## config.mk

```make
export PLATFORM = sky130hd
export DESIGN_NAME = cpu_core
export DESIGN_NICKNAME = d
export VERILOG_FILES = /design/src/core/ea_unit.v /design/src/core/cpu_core.v
export VERILOG_INCLUDE_DIRS = /design/src /design/src/core
export SDC_FILE = /design/constraint.sdc
export NUM_CORES = 1
export LEC_CHECK = 0
export BUFFER_PORTS_ARGS = -buffer_cell sky130_fd_sc_hd__buf_2
export CAP_MARGIN = 20
export CELL_PAD_IN_SITES_DETAIL_PLACEMENT = 1
export CELL_PAD_IN_SITES_GLOBAL_PLACEMENT = 1
export CORE_ASPECT_RATIO = 0.8
export CORE_MARGIN = 3
export CORE_UTILIZATION = 30
export CTS_CLUSTER_DIAMETER = 150
export DETAILED_ROUTE_END_ITERATION = 12
export PLACE_DENSITY = 0.67
export SYNTH_ARGS = -nofsm -noshare
export SYNTH_HDL_FRONTEND = slang
export SYNTH_SLANG_ARGS = --single-unit
```

## constraint.sdc

```tcl
create_clock -name sys_clk -period 6.3 [get_ports sys_clk]
set_input_delay 0 -clock sys_clk [delete_from_list [all_inputs] [get_ports sys_clk]]
set_output_delay 0 -clock sys_clk [all_outputs]
set_load 0.02 [all_outputs]
```

## src/core/cpu_addr_map.vh

```
// Constants for the CPU address-forming and instruction-class sequencer
`ifndef CPU_ADDR_MAP_VH
`define CPU_ADDR_MAP_VH

// ----------------------------------------------------------------
// Reset values, page-zero high byte and step sizes
// ----------------------------------------------------------------
`define RESET_PC      16'h0100
`define RESET_SP      8'hFF
`define PAGE0_HIGH    8'h00
`define PC_STEP       16'h0001
`define SP_STEP       8'h01

// ----------------------------------------------------------------
// Addressing mode, opcode bits 7:4
// ----------------------------------------------------------------
`define MODE_BITBR    4'h0
`define MODE_BITOP    4'h1
`define MODE_REL      4'h2
`define MODE_RMW_DIR  4'h3
`define MODE_INH_A    4'h4
`define MODE_INH_X    4'h5
`define MODE_RMW_IX1  4'h6
`define MODE_RMW_IX   4'h7
`define MODE_IMM      4'hA
`define MODE_DIR      4'hB
`define MODE_EXT      4'hC
`define MODE_IX2      4'hD
`define MODE_IX1      4'hE
`define MODE_IX       4'hF

// ----------------------------------------------------------------
// Operation, opcode bits 3:0; multiply is a whole 8-bit opcode
// ----------------------------------------------------------------
`define OP_MUL        8'h42
`define FN_AND        4'h4
`define FN_LDA        4'h6
`define FN_STA        4'h7
`define FN_ADC        4'h9
`define FN_ADD        4'hB
`define FN_JMP        4'hC
`define FN_JSR        4'hD
`define FN_LDX        4'hE
`define FN_STX        4'hF
`define FN_COM        4'h3
`define FN_DEC        4'hA
`define FN_INC        4'hC
`define FN_TST        4'hD
`define FN_CLR        4'hF
`define BR_ALWAYS     4'h0
`define BR_NEVER      4'h1
`define BR_CC         4'h4
`define BR_CS         4'h5
`define BR_NE         4'h6
`define BR_EQ         4'h7

`endif

```

## src/core/ea_unit.v

```verilog
// Effective address former for all memory addressing modes
`timescale 1ns/1ps
`default_nettype none
`include "cpu_addr_map.vh"

module ea_unit (
  input  wire [3:0]  addr_mode,
  input  wire [7:0]  byte1,
  input  wire [7:0]  byte2,
  input  wire [7:0]  index,
  output reg  [15:0] eff_addr
);

  // ----------------------------------------------------------------
  // Address forming
  // ----------------------------------------------------------------
  // Unsigned sums only; a 16-bit carry out wraps at the top of memory
  always @* begin
    case (addr_mode)
      `MODE_EXT:     eff_addr = {byte1, byte2};
      `MODE_IX2:     eff_addr = {byte1, byte2} + {`PAGE0_HIGH, index};
      `MODE_IX1,
      `MODE_RMW_IX1: eff_addr = {`PAGE0_HIGH, byte1} + {`PAGE0_HIGH, index};
      `MODE_IX,
      `MODE_RMW_IX:  eff_addr = {`PAGE0_HIGH, index};
      default:       eff_addr = {`PAGE0_HIGH, byte1};
    endcase
  end

endmodule // ea_unit
`default_nettype wire

```

## src/core/cpu_core.v

```verilog
// Byte-wide CPU sequencer: address forming and instruction classes
`timescale 1ns/1ps
`default_nettype none
`include "cpu_addr_map.vh"

module cpu_core (
  input  wire        sys_clk,
  input  wire        sys_rst,
  input  wire        clk_en,
  input  wire [7:0]  mem_rdata,
  output reg  [15:0] mem_addr,
  output wire        mem_rd,
  output wire        mem_wr,
  output reg  [7:0]  mem_wdata,
  output wire [7:0]  acc,
  output wire [7:0]  idx,
  output wire [15:0] pc,
  output wire        flag_n,
  output wire        flag_z,
  output wire        flag_c,
  output wire        instr_done
);

  // ----------------------------------------------------------------
  // States
  // ----------------------------------------------------------------
  localparam [8:0] S_FETCH   = 9'h001;
  localparam [8:0] S_DEC     = 9'h002;
  localparam [8:0] S_OP1     = 9'h004;
  localparam [8:0] S_OP2     = 9'h008;
  localparam [8:0] S_MEM     = 9'h010;
  localparam [8:0] S_EXEC    = 9'h020;
  localparam [8:0] S_WB      = 9'h040;
  localparam [8:0] S_PUSH_LO = 9'h080;
  localparam [8:0] S_PUSH_HI = 9'h100;

  reg  [8:0]  state_q, state_d;
  reg  [15:0] pc_q, pc_d;
  reg  [7:0]  acc_q, acc_d;
  reg  [7:0]  idx_q, idx_d;
  reg  [7:0]  sp_q, sp_d;
  reg  [7:0]  op_q, op_d;
  reg  [7:0]  op1_q, op1_d;
  reg  [7:0]  op2_q, op2_d;
  reg  [7:0]  res_q, res_d;
  reg         n_q, n_d;
  reg         z_q, z_d;
  reg         c_q, c_d;
  reg         done_q, done_d;
  reg         rd_req;
  reg         wr_req;
  reg         do_alu;
  reg         rmw_apply;
  reg  [7:0]  rmw_in;
  reg  [7:0]  rmw_val;
  reg  [7:0]  alu_m;
  reg  [8:0]  sum9;
  reg  [15:0] prod;
  wire [15:0] ea;
  wire [3:0]  mode;
  wire [3:0]  fn;
  wire [7:0]  bit_mask;
  wire        tested_bit;

  assign mode       = op_q[7:4];
  assign fn         = op_q[3:0];
  assign bit_mask   = 8'h01 << op_q[3:1];
  assign tested_bit = |(mem_rdata & bit_mask);

  // Bus strobes gated so a frozen core never repeats an access
  assign mem_rd     = rd_req & clk_en;
  assign mem_wr     = wr_req & clk_en;
  assign acc        = acc_q;
  assign idx        = idx_q;
  assign pc         = pc_q;
  assign flag_n     = n_q;
  assign flag_z     = z_q;
  assign flag_c     = c_q;
  assign instr_done = done_q;

  // ----------------------------------------------------------------
  // Helpers
  // ----------------------------------------------------------------
  // Modes that carry a first operand byte after the opcode
  function has_op1;
    input [3:0] m;
    begin
      has_op1 = (m == `MODE_BITBR) || (m == `MODE_BITOP) || (m == `MODE_REL) ||
                (m == `MODE_RMW_DIR) || (m == `MODE_RMW_IX1) || (m == `MODE_IMM) ||
                (m == `MODE_DIR) || (m == `MODE_EXT) || (m == `MODE_IX2) ||
                (m == `MODE_IX1);
    end
  endfunction

  // Read-modify-write arithmetic; unknown codes act like a test
  function [7:0] rmw_fn;
    input [3:0] f;
    input [7:0] v;
    begin
      case (f)
        `FN_COM: rmw_fn = ~v;
        `FN_DEC: rmw_fn = v - 8'h01;
        `FN_INC: rmw_fn = v + 8'h01;
        `FN_CLR: rmw_fn = 8'h00;
        default: rmw_fn = v;
      endcase
    end
  endfunction

  function rmw_writes;
    input [3:0] f;
    begin
      rmw_writes = (f == `FN_COM) || (f == `FN_DEC) || (f == `FN_INC) || (f == `FN_CLR);
    end
  endfunction

  // Branch condition from the flags
  function br_cond;
    input [3:0] f;
    input       n;
    input       z;
    input       c;
    begin
      case (f)
        `BR_ALWAYS: br_cond = 1'b1;
        `BR_CC:     br_cond = ~c;
        `BR_CS:     br_cond = c;
        `BR_NE:     br_cond = ~z;
        `BR_EQ:     br_cond = z;
        default:    br_cond = 1'b0;
      endcase
    end
  endfunction

  // ----------------------------------------------------------------
  // Address former
  // ----------------------------------------------------------------
  ea_unit ea_unit_i (
    .addr_mode (mode),
    .byte1     (op1_q),
    .byte2     (op2_q),
    .index     (idx_q),
    .eff_addr  (ea)
  );

  // ----------------------------------------------------------------
  // Sequencer
  // ----------------------------------------------------------------
  // Reads return mem_rdata in the state after the strobe
  always @* begin
    state_d   = state_q;
    pc_d      = pc_q;
    acc_d     = acc_q;
    idx_d     = idx_q;
    sp_d      = sp_q;
    op_d      = op_q;
    op1_d     = op1_q;
    op2_d     = op2_q;
    res_d     = res_q;
    n_d       = n_q;
    z_d       = z_q;
    c_d       = c_q;
    done_d    = 1'b0;
    rd_req    = 1'b0;
    wr_req    = 1'b0;
    do_alu    = 1'b0;
    rmw_apply = 1'b0;
    rmw_in    = 8'h00;
    mem_addr  = pc_q;
    mem_wdata = res_q;
    prod      = 16'h0000;
    case (state_q)
      S_FETCH: begin
        rd_req  = 1'b1;
        pc_d    = pc_q + `PC_STEP;
        state_d = S_DEC;
      end
      S_DEC: begin
        op_d = mem_rdata;
        if (has_op1(mem_rdata[7:4])) begin
          rd_req  = 1'b1;
          pc_d    = pc_q + `PC_STEP;
          state_d = S_OP1;
        end else if (mem_rdata == `OP_MUL) begin
          prod    = acc_q * idx_q;
          idx_d   = prod[15:8];
          acc_d   = prod[7:0];
          c_d     = 1'b0;
          state_d = S_FETCH;
          done_d  = 1'b1;
        end else if (mem_rdata[7:4] == `MODE_INH_A ||
                     mem_rdata[7:4] == `MODE_INH_X) begin
          // Register forms of read-modify-write finish here
          rmw_apply = 1'b1;
          rmw_in    = (mem_rdata[7:4] == `MODE_INH_A) ? acc_q : idx_q;
          // Result formed here: rmw_val only settles below the case
          if (rmw_writes(mem_rdata[3:0]) && mem_rdata[7:4] == `MODE_INH_A)
            acc_d = rmw_fn(mem_rdata[3:0], acc_q);
          if (rmw_writes(mem_rdata[3:0]) && mem_rdata[7:4] == `MODE_INH_X)
            idx_d = rmw_fn(mem_rdata[3:0], idx_q);
          state_d = S_FETCH;
          done_d  = 1'b1;
        end else if (mem_rdata[7:4] == `MODE_RMW_IX ||
                     mem_rdata[7:4] == `MODE_IX) begin
          state_d = S_MEM;
        end else begin
          state_d = S_FETCH;                         // Undefined: one-byte no-op
          done_d  = 1'b1;
        end
      end
      S_OP1: begin
        op1_d = mem_rdata;
        if (mode == `MODE_BITBR || mode == `MODE_EXT || mode == `MODE_IX2) begin
          rd_req  = 1'b1;
          pc_d    = pc_q + `PC_STEP;
          state_d = S_OP2;
        end else if (mode == `MODE_REL) begin
          // pc already stands past the displacement byte
          if (br_cond(fn, n_q, z_q, c_q))
            pc_d = pc_q + {{8{mem_rdata[7]}}, mem_rdata};
          state_d = S_FETCH;
          done_d  = 1'b1;
        end else begin
          state_d = S_MEM;
        end
      end
      S_OP2: begin
        op2_d = mem_rdata;
        if (mode == `MODE_BITBR) begin
          rd_req   = 1'b1;
          mem_addr = {`PAGE0_HIGH, op1_q};
          state_d  = S_EXEC;
        end else begin
          state_d = S_MEM;
        end
      end
      S_MEM: begin
        if (mode == `MODE_BITOP || mode == `MODE_RMW_DIR ||
            mode == `MODE_RMW_IX1 || mode == `MODE_RMW_IX) begin
          rd_req   = 1'b1;
          mem_addr = ea;
          state_d  = S_EXEC;
        end else if (fn == `FN_JMP || fn == `FN_JSR) begin
          // Only address-field forms; indexed and immediate act as no-ops
          if ((mode == `MODE_DIR || mode == `MODE_EXT) && fn == `FN_JSR) begin
            state_d = S_PUSH_LO;
          end else begin
            if (mode == `MODE_DIR || mode == `MODE_EXT)
              pc_d = ea;
            state_d = S_FETCH;
            done_d  = 1'b1;
          end
        end else if (fn == `FN_STA || fn == `FN_STX) begin
          if (mode != `MODE_IMM) begin
            res_d   = (fn == `FN_STA) ? acc_q : idx_q;
            state_d = S_WB;
          end else begin
            state_d = S_FETCH;
            done_d  = 1'b1;
          end
        end else if (mode == `MODE_IMM) begin
          do_alu  = 1'b1;
          state_d = S_FETCH;
          done_d  = 1'b1;
        end else begin
          rd_req   = 1'b1;
          mem_addr = ea;
          state_d  = S_EXEC;
        end
      end
      S_EXEC: begin
        if (mode == `MODE_BITBR) begin
          c_d = tested_bit;
          if (tested_bit == ~op_q[0])
            pc_d = pc_q + {{8{op2_q[7]}}, op2_q};
          state_d = S_FETCH;
          done_d  = 1'b1;
        end else if (mode == `MODE_BITOP) begin
          res_d   = op_q[0] ? (mem_rdata & ~bit_mask) : (mem_rdata | bit_mask);
          state_d = S_WB;
        end else if (mode == `MODE_RMW_DIR || mode == `MODE_RMW_IX1 ||
                     mode == `MODE_RMW_IX) begin
          rmw_apply = 1'b1;
          rmw_in    = mem_rdata;
          res_d     = rmw_fn(fn, mem_rdata);
          if (rmw_writes(fn)) begin
            state_d = S_WB;
          end else begin
            state_d = S_FETCH;
            done_d  = 1'b1;
          end
        end else begin
          do_alu  = 1'b1;
          state_d = S_FETCH;
          done_d  = 1'b1;
        end
      end
      S_WB: begin
        wr_req   = 1'b1;
        mem_addr = ea;
        state_d  = S_FETCH;
        done_d   = 1'b1;
      end
      S_PUSH_LO: begin
        wr_req    = 1'b1;
        mem_addr  = {`PAGE0_HIGH, sp_q};
        mem_wdata = pc_q[7:0];
        sp_d      = sp_q - `SP_STEP;
        state_d   = S_PUSH_HI;
      end
      S_PUSH_HI: begin
        wr_req    = 1'b1;
        mem_addr  = {`PAGE0_HIGH, sp_q};
        mem_wdata = pc_q[15:8];
        sp_d      = sp_q - `SP_STEP;
        pc_d      = ea;
        state_d   = S_FETCH;
        done_d    = 1'b1;
      end
      default: begin
        state_d = S_FETCH;
      end
    endcase
    // Flags from read-modify-write; complement sets carry
    rmw_val = rmw_fn(op_d[3:0], rmw_in);
    if (rmw_apply) begin
      n_d = rmw_val[7];
      z_d = (rmw_val == 8'h00);
      if (op_d[3:0] == `FN_COM)
        c_d = 1'b1;
    end
    // Register/memory arithmetic, shared by immediate and memory forms
    alu_m = (mode == `MODE_IMM) ? op1_q : mem_rdata;
    sum9  = {1'b0, acc_q} + {1'b0, alu_m} + {8'h00, (fn == `FN_ADC) & c_q};
    if (do_alu) begin
      case (fn)
        `FN_LDA: acc_d = alu_m;
        `FN_AND: acc_d = acc_q & alu_m;
        `FN_LDX: idx_d = alu_m;
        `FN_ADD,
        `FN_ADC: begin
          acc_d = sum9[7:0];
          c_d   = sum9[8];
        end
        default: acc_d = acc_q;
      endcase
      if (fn == `FN_LDX) begin
        n_d = alu_m[7];
        z_d = (alu_m == 8'h00);
      end else if (fn == `FN_LDA || fn == `FN_AND || fn == `FN_ADD || fn == `FN_ADC) begin
        n_d = acc_d[7];
        z_d = (acc_d == 8'h00);
      end
    end
  end

  // ----------------------------------------------------------------
  // State registers
  // ----------------------------------------------------------------
  // Apart from reset, the whole core holds still while the clock enable is low
  always @(posedge sys_clk) begin
    if (sys_rst) begin
      state_q <= S_FETCH;
      pc_q    <= `RESET_PC;
      acc_q   <= 8'h00;
      idx_q   <= 8'h00;
      sp_q    <= `RESET_SP;
      op_q    <= 8'h00;
      op1_q   <= 8'h00;
      op2_q   <= 8'h00;
      res_q   <= 8'h00;
      n_q     <= 1'b0;
      z_q     <= 1'b0;
      c_q     <= 1'b0;
      done_q  <= 1'b0;
    end else if (clk_en) begin
      state_q <= state_d;
      pc_q    <= pc_d;
      acc_q   <= acc_d;
      idx_q   <= idx_d;
      sp_q    <= sp_d;
      op_q    <= op_d;
      op1_q   <= op1_d;
      op2_q   <= op2_d;
      res_q   <= res_d;
      n_q     <= n_d;
      z_q     <= z_d;
      c_q     <= c_d;
      done_q  <= done_d;
    end
  end

endmodule // cpu_core
`default_nettype wire

```

## Word-level counts from Yosys, hierarchy flattened

Index checks and enable logic that the tools add are counted.

- $add $sub $neg: 16
- Multipliers: 1
- Equality and inequality tests: 70
- Shift operators: 1
- Muxes and demuxes: 136
- Bitwise operators: 15
- Reduce and logical (&&, ||, !) cells: 54

Operator list:

| operator | number |
|---|---|
| 8-bit two-way mux | 32 |
| 16-bit two-way mux | 15 |
| 8-bit one-hot mux with 4 select lines | 5 |
| 16-bit one-hot mux with 4 select lines | 2 |
| 4-bit == test (second input constant) | 25 |
| 16-bit one-hot mux with 6 select lines | 1 |
| 9-bit one-hot mux with 7 select lines | 1 |
| 1-bit two-way mux | 54 |
| 9-bit two-way mux | 6 |
| 8-bit one-hot mux with 2 select lines | 3 |
| 4-bit by 3-bit == test with 1-bit output (second input constant) | 10 |
| 8-bit NOT | 5 |
| 8-bit by 1-bit subtractor with 8-bit output (second input constant) | 5 |
| 16-bit adder | 2 |
| 8-bit by 1-bit adder with 8-bit output (second input constant) | 4 |
| 1-bit logical OR | 30 |
| 5-bit two-way mux | 6 |
| 4-bit by 2-bit == test with 1-bit output (second input constant) | 7 |
| 8-bit AND | 3 |
| 8-bit logical NOT | 3 |
| 2-bit != test (second input constant) | 11 |
| 8-bit by 8-bit adder with 9-bit output | 2 |
| 16-bit by 1-bit adder with 16-bit output (second input constant) | 1 |
| 16-bit by 8-bit adder with 16-bit output | 1 |
| 35 further kinds | 59 |

- Register bits: 85
- Bits of input ports: 11
- Output and inout bits: 62
- Word-level logic and storage cells: 307

## Depth between registers and ports, before layout

Gate-level depths: netlist of run 1.

- Word-level depth: 19
- Mapped depth: 19
- Gate-level depth less buffers: 18

## Cells and area by module

Synthesis of run 1 repeated with hierarchy kept, for this count alone.

- Cells, all modules: 1,786
- Area, all modules: 13,000.0 um^2

Modules (own cells, without submodules):

| module | instances | cells an instance | area an instance (um^2) | sequential area each (um^2) |
|---|---|---|---|---|
| cpu_core | 1 | 1,618 | 11,843.9 | 1,701.6 |
| ea_unit | 1 | 168 | 1,156.1 | 0.0 |

## Worst setup path before layout of run 1

No wires, ideal clock.

- Path kind: register to register
- From: reg idx_q[7] (netlist: idx[7])
- To: reg idx_q[6] (netlist: idx[6])
- Library setup time: 81 ps
- Arrival: 4,469 ps
- Required time: 6,219 ps
- Path slack: 1,750 ps
- Cell stages (with the launch flop): 16
- Path buffers: 1
- Period minus slack after synthesis: 4,550 ps
- Cell sequence: dfxtp_1 -> clkbuf_1 -> nand2_1 -> fa_1 -> fa_1 -> inv_1 -> fa_1 -> fa_1 -> ha_1 -> a21o_1 -> a21oi_1 -> o21ai_0 -> o41ai_1 -> xnor2_1 -> nand2_1 -> a41oi_1

- Word-level cells in the longest chain between the ends: 6

RTL lines:

| element | line | RTL |
|---|---|---|
| start, declared | cpu_core.v:40 | `reg [7:0] idx_q, idx_d;` |
| start signal, assigned | cpu_core.v:380 | `idx_q <= idx_d;` |
| 8-bit by 8-bit multiplier with 16-bit output * | cpu_core.v:185 | `prod = acc_q * idx_q;` |
| 8-bit two-way mux * | cpu_core.v:184 | `` end else if (mem_rdata == `OP_MUL) begin `` |
| 8-bit two-way mux * | cpu_core.v:180 | `if (has_op1(mem_rdata[7:4])) begin` |
| 8-bit two-way mux * | cpu_core.v:172 | `case (state_q)` |
| 8-bit two-way mux | cpu_core.v:336 | `case (fn)` |
| 8-bit two-way mux * | cpu_core.v:335 | `if (do_alu) begin` |

Mark *: on every way between the ends. The rest lies on a longest branch, timed or not.
A chain may end at the register's enable or synchronous reset.

## Worst setup path in the final report of run 1

- From: reg idx_q[5] (netlist: idx[5])
- To: reg idx_q[6] (netlist: idx[6])

- Word-level cells in the longest chain between the ends: 9
- Elaborated cells on any way between the ends: 11
- Classes of those cells: 2 x add/sub; 1 x mul; 8 x mux

RTL lines:

| element | line |
|---|---|
| branches (longest 4 deep; another with 8-bit by 8-bit multiplier with 16-bit output) | n/a |
| 8-bit two-way mux * | cpu_core.v:184 |
| 8-bit two-way mux * | cpu_core.v:180 |
| 8-bit two-way mux * | cpu_core.v:172 |
| 8-bit two-way mux | cpu_core.v:336 |
| 8-bit two-way mux * | cpu_core.v:335 |

Mark *: on every way between the ends.

==> impl_metrics.env, run 1 <==
export IMPL_outcome="complete, no violations"
export IMPL_grt_usage_pct=23.6
export IMPL_std_cell_rows=68
export IMPL_crit_path_max_fanout=18
export IMPL_ant_nets=0
export IMPL_finalClockSkew_ns=0.0110
export IMPL_clock_root_buffer="clkbuf_16"
export IMPL_synth_top_flop_cell="dfxtp_1"
export IMPL_finalSetupViolations=0
export IMPL_drive_above_1_share_pct=9.30
export IMPL_ys_seq_area_share_pct=12.7
export IMPL_p_total_uw=1660
export IMPL_dieArea_sq_um=47300
export IMPL_cp_slowest_cell="dfxtp_1"
export IMPL_grt_overflow=0
export IMPL_yosys_warnings=0
export IMPL_grt_pass1_vias=14567
export IMPL_core_area_sq_um=43600
export IMPL_ys_async_sr_fraction_pct=0
export IMPL_syn_mean_instance_area_sq_um=7.22
export IMPL_io_pins=73
export IMPL_fill_cells=5441
export IMPL_drt_vias_per_instance=5.99
export IMPL_ctsResizeCount=0
export IMPL_worstSetupPathType="flop to flop"
export IMPL_synth_cells=1857
export IMPL_ys_types=97
export IMPL_layout_nets=2029
export IMPL_maxCapViolations=0
export IMPL_finalHoldViolCount=0
export IMPL_fmax_mhz=198
export IMPL_syn2layout_area_growth_pct=8.96
export IMPL_place_gp_congestion=0.913
export IMPL_setup_worst_path_end_class="flop"
export IMPL_syn_nets=2030
export IMPL_antenna_found_initial=0
export IMPL_die_w_um=242
export IMPL_worstMarginPinSlew_ns=1.14
export IMPL_start_util_pct=30.7
export IMPL_cts_tree="yes"
export IMPL_power_leakage_uw=0.00609
export IMPL_die_y_um=195
export IMPL_period_needed_ns=5.05
export IMPL_vias=14717
export IMPL_grt_pass1_wl_um=88200
export IMPL_cts_buffers=9
export IMPL_dp_hpwl_um=43600
export IMPL_startpoint_type="flop"
export IMPL_peakVddDrop_uv=138
export IMPL_fin_util_pct=33.5
export IMPL_finalCritPeriodShare_pct=80.2
export IMPL_worstPathCellList="nand2_1, fa_1, fa_1, inv_1, fa_1, fa_1, ha_1, a21o_1, a21oi_1, o21ai_0, o41ai_1, xnor2_1, nand2_1, a41oi_1"
export IMPL_cts_sinks=85
export IMPL_relSlewSlack_pct=23.8
export IMPL_clkLatencyLatePin_ns=0.38
export IMPL_required_ns=6.60
export IMPL_yosys_register_bits=85
export IMPL_drt_wl_total_um=57300
export IMPL_cts_max_level=3
export IMPL_clk_path_buf_depth=2
export IMPL_grt_max_degree=77
export IMPL_hold_class="primary input to flop"
export IMPL_powerDensity_nw_per_um2=114
export IMPL_grt_setup_unrepaired="no"
export IMPL_diodes=0
export IMPL_wl_per_cell_um=23.3
export IMPL_arrival_ns=5.35
export IMPL_syn_cell_area_sq_um=13400
export IMPL_drt_first_pass_iters=5
export IMPL_crit_path_max_incr_delay_ns=1.03
export IMPL_synth_edf_count=0
export IMPL_slew_viol_final=0
export IMPL_finalSetupTns_ns=0
export IMPL_drc=0
export IMPL_cpMostUsedCell="fa_1"
export IMPL_port_buffers=72
export IMPL_drt_iter0_drc=1366
export IMPL_path_clk_slew_ns=0.07
==> synthesized netlist by cell type, types with 7 or more instances <==
cell type	count	share of area, %
nor2_1	208	5.8
nand2_1	183	5.1
a21oi_1	147	5.5
ha_1	116	11
o21ai_0	94	3.5
inv_1	89	2.5
dfxtp_1	85	13
clkbuf_1	84	2.4
nand3_1	54	2.0
nor3_1	52	1.9
xnor2_1	49	3.2
fa_1	46	6.9
xor2_1	44	2.9
and2_1	41	1.9
mux2i_1	32	2.4
a211oi_1	31	1.7
nand2b_1	29	1.4
a21o_1	26	1.5
buf_2	25	0.93
o211ai_1	25	1.4
a22oi_1	24	1.3
o221ai_1	22	1.4
o22ai_1	22	1.0
nor2b_1	18	0.84
and3_1	17	0.79
o21a_1	17	0.95
a31oi_1	15	0.70
nand4_1	15	0.70
o21bai_1	14	0.78
a221oi_1	13	0.85
or2_2	12	0.56
o32ai_1	10	0.65
or3_1	10	0.47
a311oi_1	9	0.59
buf_1	8	0.22
mux2_2	8	0.67
a2111oi_0	7	0.46
nand3b_1	7	0.39
nor3b_1	7	0.39
nor4_1	7	0.33
o41ai_1	7	0.46
==> cell usage in the layout, fill, tap and decap left out, drive strengths merged, types with 17 or more instances in the layout <==
master,netlist,routed
o221ai,22,22
nand3,55,55
and3,17,17
fa,46,46
a21o,26,26
ha,116,116
nor2,211,211
a22oi,24,24
a211oi,31,31
mux2i,32,32
nand2,183,183
o21a,17,17
o21ai,96,96
xnor2,49,49
inv,89,89
nor3,53,53
nor2b,18,18
a21oi,150,150
buf,39,111
dfxtp,85,85
and2,42,42
xor2,44,44
nand2b,29,29
o22ai,22,22
o211ai,25,25
==> sequential cells by signal (all words and copies together) (netlist names), 8 cells and up <==
name     cells
op1_q        8
acc          8
op2_q        8
op_q         8
idx          8
sp_q         8
pc          16
res_q        8
state_q      9
==> per-layer routing <==
| layer | up-vias | GRT usage (%) | wire length, um |
|---|---|---|---|
| li1 | 6747 | - | - |
| met1 | 7314 | 33.4 | 26800 |
| met2 | 573 | 36.2 | 24600 |
| met3 | 83 | 5.24 | 4620 |
| met4 | 0 | 5.94 | 1280 |
| met5 | - | 0 | 0 |
==> what timing repair did <==
item	4_1_cts	5_1_grt
hold endpoints to repair	9	0
hold buffers	1	0
setup buffers	0	0
==> worst max-delay path: cells and delay by family, from the launching register on <==
kind	cells	cell delay, ns
adder cells (fa/ha/maj)	5	2.36
AO/OA/AOI/OAI	5	1.13
flip-flops	1	1.03
AND/OR/NAND/NOR	2	0.22
XOR/XNOR	1	0.16
buffers and inverters	1	0.05
==> logic make-up (layout without fill, tap and decap cells) <==
kind of cell,Yosys count,in the layout,synth area share [%]
AOI/OAI and AO/OA,563,563,28.5
buffers and inverters,214,218,6.43
adders and majority gates,162,162,17.7
muxes,40,40,3.06
xor gates and xnor gates,93,93,6.08
and+or+nand+nor,700,700,25.5
DFF,85,85,12.7
==> power by group <==
part           switching (uW)  leakage (uW)  internal, uW
sequential               47.9      0.000689           552
clock                     269      0.000141           308
combinational             313       0.00526           170
total                     630       0.00609          1030
==> per-stage QoR <==
step	hold slack (ns)	std cells	setup slack (ns)	area (sq um)
global route	0.134	2456	0.895	14600
global placement	0.344	2439	1.39	14300
detailed placement	0.342	2439	1.34	14300
CTS	0.108	2456	1.30	14600
finish	0.135	2456	1.25	14600
floorplan	0.295	1857	1.75	13400
==> path summary, 6_finish.rpt <==
| check | start | to | slack, ns | depth (start not counted) |
|---|---|---|---|---|
| worst max-delay path | idx[5] | idx[6] | 1.25 | 14 |
| worst min-delay path | mem_rdata[6] | op1_q[6] | 0.14 | 3 |
| worst min register to register | res_q[5] | res_q[5] | 0.47 | 2 |
| worst max register to register | idx[5] | idx[6] | 1.25 | 14 |
==> cell type report <==
type	instances	area (sq um)	area share, %
Tap cell	595	744	5.10
Timing Repair Buffer	112	666	4.56
Sequential cell	85	1700	11.7
Clock inverter	4	48.8	0.334
Multi-Input combinational cell	1558	10900	74.4
Inverter	90	338	2.31
Clock buffer	12	236	1.62
Power figures use the tool's default switching activity.
==> inputs of run 2 (changes only) <==
clock period = 4.8 ns   (was 6.3 ns; I/O delays follow)
==> run 2 against run 1 <==
Effect of this change: first-iteration DRC count up 5.7%; die area unchanged; via count up 1.2%; worst setup slack worse by 1.0 ns; final area up 1.8%; non-clock buffer count up 31; critical path depth up 3; total power up 35%; critical path type unchanged; sequential power up 30%; sequential share of layout area down 0.20 points; worst hold slack worse by 0.10 ns.
==> impl_metrics.env, run 2 (synthesis results as in run 1) <==
export IMPL_startpoint_type="flop"
export IMPL_drc=0
export IMPL_layout_nets=2060
export IMPL_drt_first_pass_iters=5
export IMPL_hold_ws_ns=0.0317
export IMPL_min_path_cells=2
export IMPL_dp_cells=2469
export IMPL_fmax_mhz=218
export IMPL_relSlewSlack_pct=33.6
export IMPL_setup_worst_path_end_class="flop"
export IMPL_stdcell_count=2487
export IMPL_worstMarginPinSlew_ns=0.993
export IMPL_largest_reg_flops=16
export IMPL_grt_max_degree=69
export IMPL_period_needed_ns=4.58
export IMPL_io_pins=73
export IMPL_clk_path_buf_depth=2
export IMPL_start_util_pct=30.7
export IMPL_place_gp_congestion=0.984
export IMPL_drt_vias_per_instance=5.99
export IMPL_routed_top_layer="met5"
export IMPL_final_common_cell="nor2_1"
export IMPL_fill_cells=5411
export IMPL_fin_util_pct=34.1
export IMPL_grt_pass1_wl_um=91000
export IMPL_final_area_sq_um=14900
export IMPL_maxCapViolations=0
export IMPL_r2r_start="idx[2]"
export IMPL_dr_wl_met3_um=4920
export IMPL_clock_root_buffer="clkbuf_16"
export IMPL_syn2layout_area_growth_pct=10.9
export IMPL_finalSetupTns_ns=0
export IMPL_post_cts_buffers=0
export IMPL_port_buffers=72
export IMPL_ant_nets=0
export IMPL_drt_wl_total_um=59200
export IMPL_min_delay_start="sys_rst"
export IMPL_grt_usage_pct=24.5
export IMPL_clkLatencyLatePin_ns=0.39
export IMPL_cts_buffers=9
export IMPL_drive_above_1_share_pct=11.0
export IMPL_dp_hpwl_um=45900
export IMPL_reg2regPathDepth=17
export IMPL_peakVddDrop_uv=179
export IMPL_min_to="idx[0]"
export IMPL_dieArea_sq_um=47300
export IMPL_met2_length_um=25300
export IMPL_wl_met1_um=27500
export IMPL_arrival_ns=4.90
export IMPL_required_ns=5.13
export IMPL_wl_per_cell_um=23.8
export IMPL_diodes=0
export IMPL_vias=14897
export IMPL_std_cell_rows=68
export IMPL_worstSetupPathType="flop to flop"
export IMPL_drt_iter0_drc=1444
export IMPL_die_w_um=242
export IMPL_die_y_um=195
export IMPL_slew_viol_final=0
export IMPL_mostFrequentLayoutCells="nor2_1, nand2_1, a21oi_1"
export IMPL_path_clk_slew_ns=0.08
export IMPL_finalCritPeriodShare_pct=95.4
export IMPL_r2r_end="flag_z"
export IMPL_grt_pass1_vias=14958
export IMPL_core_area_sq_um=43600
export IMPL_grt_overflow=0
export IMPL_cts_max_level=3
export IMPL_cts_sinks=85
export IMPL_grt_setup_unrepaired="no"
export IMPL_power_leakage_uw=0.00625
export IMPL_outcome="complete, no violations"
export IMPL_r2r_slack_ns=0.22
export IMPL_finalSetupViolations=0
export IMPL_powerDensity_nw_per_um2=151
export IMPL_cts_tree="yes"
export IMPL_finalHoldViolCount=0
export IMPL_placed_area_sq_um=14500
export IMPL_antenna_found_initial=1
export IMPL_finalClockSkew_ns=0.0150
export IMPL_crit_path_max_fanout=7
export IMPL_hold_class="primary input to flop"
run 2: cell count changes in the layout (fill, tap and decap cells not counted), sizes merged:
cell	before	now
buf	111	142
clkbuf	12	9
clkinv	4	1
clkinvlp	0	3
inv	89	92
run 2: where the power goes:
| group | leakage (uW) | switching, uW | internal (uW) |
|---|---|---|---|
| combinational | 0.00542 | 422 | 232 |
| sequential | 0.000690 | 54.9 | 724 |
| clock | 0.000141 | 396 | 412 |
| total | 0.00625 | 873 | 1370 |
run 2: what timing repair did:
item	in CTS	in global routing
resized for setup	0	3
endpoints found under the hold margin	2	0
endpoints found under the setup margin	0	3
hold buffers	1	0
run 2: area by class of cell:
class,instances,area (sq um),area share (%)
inverter,90,338,2.27
clock buffer,9,225,1.51
clock inverter,7,81.3,0.547
multi-input combinational,1558,10900,73.2
timing repair buffer,143,898,6.04
sequential,85,1700,11.5
tap,595,744,5.01
run 2: per-stage QoR:
step / power [uW] / worst slack (ns)
floorplan: 1200 / 0.250
global placement: 1410 / 0.423
detailed placement: 1430 / 0.300
CTS: 2240 / 0.283
global route: 2330 / 0.000335
finish: 2240 / 0.222
run 2: worst max path at each step:
stage / from / to / slack (ns) / cells after the start
after floorplan: idx[7] / idx[6] / 0.25 / 15
after global placement: idx[2] / flag_z / 0.42 / 17
after detailed placement: idx[2] / flag_z / 0.30 / 17
after CTS: idx[2] / flag_z / 0.28 / 17
after global routing: idx[2] / flag_z / 0.0003 / 17
final: idx[2] / flag_z / 0.22 / 17
run 2: metal layers:
metal | global-route usage, % | vias up
met1 | 34.9 | 7452
met5 | 0 | -
li1 | - | 6823
met3 | 5.08 | 92
met4 | 7.12 | 2
met2 | 37.0 | 528
run 2: worst max-delay path, cell delays in order (launching register included):
cell	delay (ns)
dfxtp_1	0.39
buf_4	0.18
and2_1	0.16
fa_1	0.43
inv_1	0.08
fa_1	0.40
inv_1	0.08
ha_1	0.25
fa_1	0.44
ha_1	0.34
a21o_1	0.19
a21oi_1	0.25
xnor2_1	0.17
nand2_1	0.12
a31oi_1	0.34
nand4_1	0.14
o31ai_1	0.41
a41o_1	0.15
==> inputs of run 3 (changes only) <==
PLACE_DENSITY = not set   (was 0.67)
PLACE_DENSITY_LB_ADDON = 0.1   (was not set)
==> run 3 against run 2 <==
Effect of this change: core utilization is 0.26 points higher; sequential share of layout area fell by 0.061 points; sequential cell count stayed put; cell count rose by 0.64%; wire length is 5.0% higher; count of clock-buffer cells in the layout stayed put; total power down 1.8%; clock skew fell by 0.0042 ns; largest power group is now sequential cells.
==> impl_metrics.env, run 3 (synthesis results as in run 1) <==
export IMPL_outcome="complete, no violations"
export IMPL_fmax_mhz=220
export IMPL_finalCritPeriodShare_pct=94.6
export IMPL_min_path_cells=2
export IMPL_clk_path_buf_depth=2
export IMPL_worstMarginPinSlew_ns=1.13
export IMPL_dp_hpwl_um=48900
export IMPL_dieArea_sq_um=47300
export IMPL_vias=14753
export IMPL_std_cell_rows=68
export IMPL_peakVddDrop_uv=198
export IMPL_wl_per_cell_um=24.8
export IMPL_r2r_slack_ns=0.26
export IMPL_worst_slack_ns=0.259
export IMPL_p_int_uw=1320
export IMPL_post_cts_buffers=0
export IMPL_hold_class="primary input to flop"
export IMPL_r2r_start="acc[0]"
export IMPL_layout_nets=2075
export IMPL_crit_path_max_fanout=6
export IMPL_syn2layout_area_growth_pct=11.8
export IMPL_cts_sinks=85
export IMPL_powerDensity_nw_per_um2=147
export IMPL_startpoint="acc[0]"
export IMPL_power_leakage_uw=0.00633
export IMPL_grt_pass1_vias=14543
export IMPL_clkLatencyLatePin_ns=0.39
export IMPL_antenna_found_initial=1
export IMPL_required_ns=5.13
export IMPL_finalHoldViolCount=0
export IMPL_finalSetupTns_ns=0
export IMPL_core_area_sq_um=43600
export IMPL_drt_vias_per_instance=5.89
export IMPL_grt_max_degree=67
export IMPL_p_clk_share_pct=34.2
export IMPL_grt_usage_pct=25.9
export IMPL_p_comb_share_pct=30.5
export IMPL_startpoint_type="flop"
export IMPL_die_y_um=195
export IMPL_die_w_um=242
export IMPL_period_needed_ns=4.54
export IMPL_grt_overflow=0
export IMPL_place_gp_congestion=0.910
export IMPL_drt_wl_total_um=62100
export IMPL_drc=0
export IMPL_cts_buffers=9
export IMPL_port_buffers=72
export IMPL_io_pins=73
export IMPL_setup_worst_path_end_class="flop"
export IMPL_arrival_ns=4.87
export IMPL_reg2regPathDepth=15
export IMPL_seq_power_share_pct=35.3
export IMPL_cts_max_level=3
export IMPL_cts_tree="yes"
export IMPL_clock_root_buffer="clkbuf_16"
export IMPL_r2r_end="flag_z"
export IMPL_ant_nets=0
export IMPL_final_common_cell="nor2_1"
export IMPL_finalClockSkew_ns=0.0109
export IMPL_slew_viol_final=0
export IMPL_drt_iter0_drc=1271
export IMPL_largest_reg_flops=16
export IMPL_critPathCapture="flag_z"
export IMPL_start_util_pct=30.7
export IMPL_drt_first_pass_iters=7
export IMPL_relSlewSlack_pct=24.1
export IMPL_worstSetupPathType="flop to flop"
export IMPL_mostFrequentLayoutCells="nor2_1, nand2_1, a21oi_1"
export IMPL_switching_share_pct=40.0
export IMPL_switching_power_uw=880
export IMPL_finalSetupViolations=0
export IMPL_grt_setup_unrepaired="no"
export IMPL_post_place_ws_ns=0.0588
export IMPL_drive_above_1_share_pct=11.9
export IMPL_path_clk_slew_ns=0.08
export IMPL_maxCapViolations=0
export IMPL_grt_pass1_wl_um=94200
## run 3: cell types whose count changed in the layout (fill, tap and decap cells not counted), moves of 2 or more
cell	change
buf_4	+14
dfxtp_1	-3
dfxtp_2	+3
diode_2	+2
## run 3: what timing repair did
item,CTS,global route
endpoints found under the setup margin,0,3
gates resized for setup,0,8
hold buffers,2,0
hold endpoints to repair,3,0
## run 3: layer usage
| metal | vias up | GRT usage, % | routed length (um) |
|---|---|---|---|
| met1 | 7381 | 39.7 | 31000 |
| met4 | 0 | 4.54 | 913 |
| met5 | - | 0 | 0 |
| met3 | 57 | 4.97 | 4620 |
| met2 | 462 | 37.4 | 25600 |
| li1 | 6853 | - | - |
## run 3: area by class of cell
type	count	area [sq um]
multi-input combinational	1558	10900
sequential	85	1710
tap	595	744
fill	5402	28700
antenna	2	5.00
clock buffer	9	225
clock inverter	6	52.6
timing repair buffer	158	1010
inverter	90	338
## run 3: worst min-delay path by stage
| stage | from | endpoint | slack, ns |
|---|---|---|---|
| 6_report | sys_rst | op_q[0] | 0.01 |
| 5_1_grt | sys_rst | op_q[0] | 0.03 |
| 4_1_cts | sys_rst | op_q[0] | 0.002 |
| 3_5_place_dp | mem_rdata[6] | op_q[6] | 0.36 |
| 3_3_place_gp | mem_rdata[6] | op_q[6] | 0.36 |
| 2_1_floorplan | mem_rdata[6] | op2_q[6] | 0.30 |
## run 3: critical path, cell delays in order (launching register included)
cell and delay (ns):
dfxtp_1 0.47, nand2_1 0.12, fa_1 0.51, fa_1 0.55, inv_1 0.06, fa_1 0.50, fa_1 0.50, ha_1 0.31
inv_1 0.07, xnor2_1 0.32, nand2_1 0.17, a31oi_1 0.19, buf_4 0.14, nand4_1 0.15, o31ai_4 0.29, a41o_1 0.13
## run 3: power by group through the flow
stage | registers [uW] | logic, uW | clock network (uW)
floorplan | 789 | 414 | 0
global placement | 791 | 648 | 0
detailed placement | 792 | 657 | 0
CTS | 776 | 663 | 771
global route | 781 | 727 | 792
finish | 777 | 672 | 753
## run 3: metrics by stage
stage	utilization (%)	power (uW)	hold slack (ns)	area [sq um]	instances
floorplan	-	1200	0.295	13400	1857
global placement	33.6	1440	0.357	14600	2484
detailed placement	33.6	1450	0.359	14600	2484
CTS	34.2	2210	0.00240	14900	2501
global route	34.3	2300	0.0253	15000	2502
finish	34.3	2200	0.0147	15000	2503
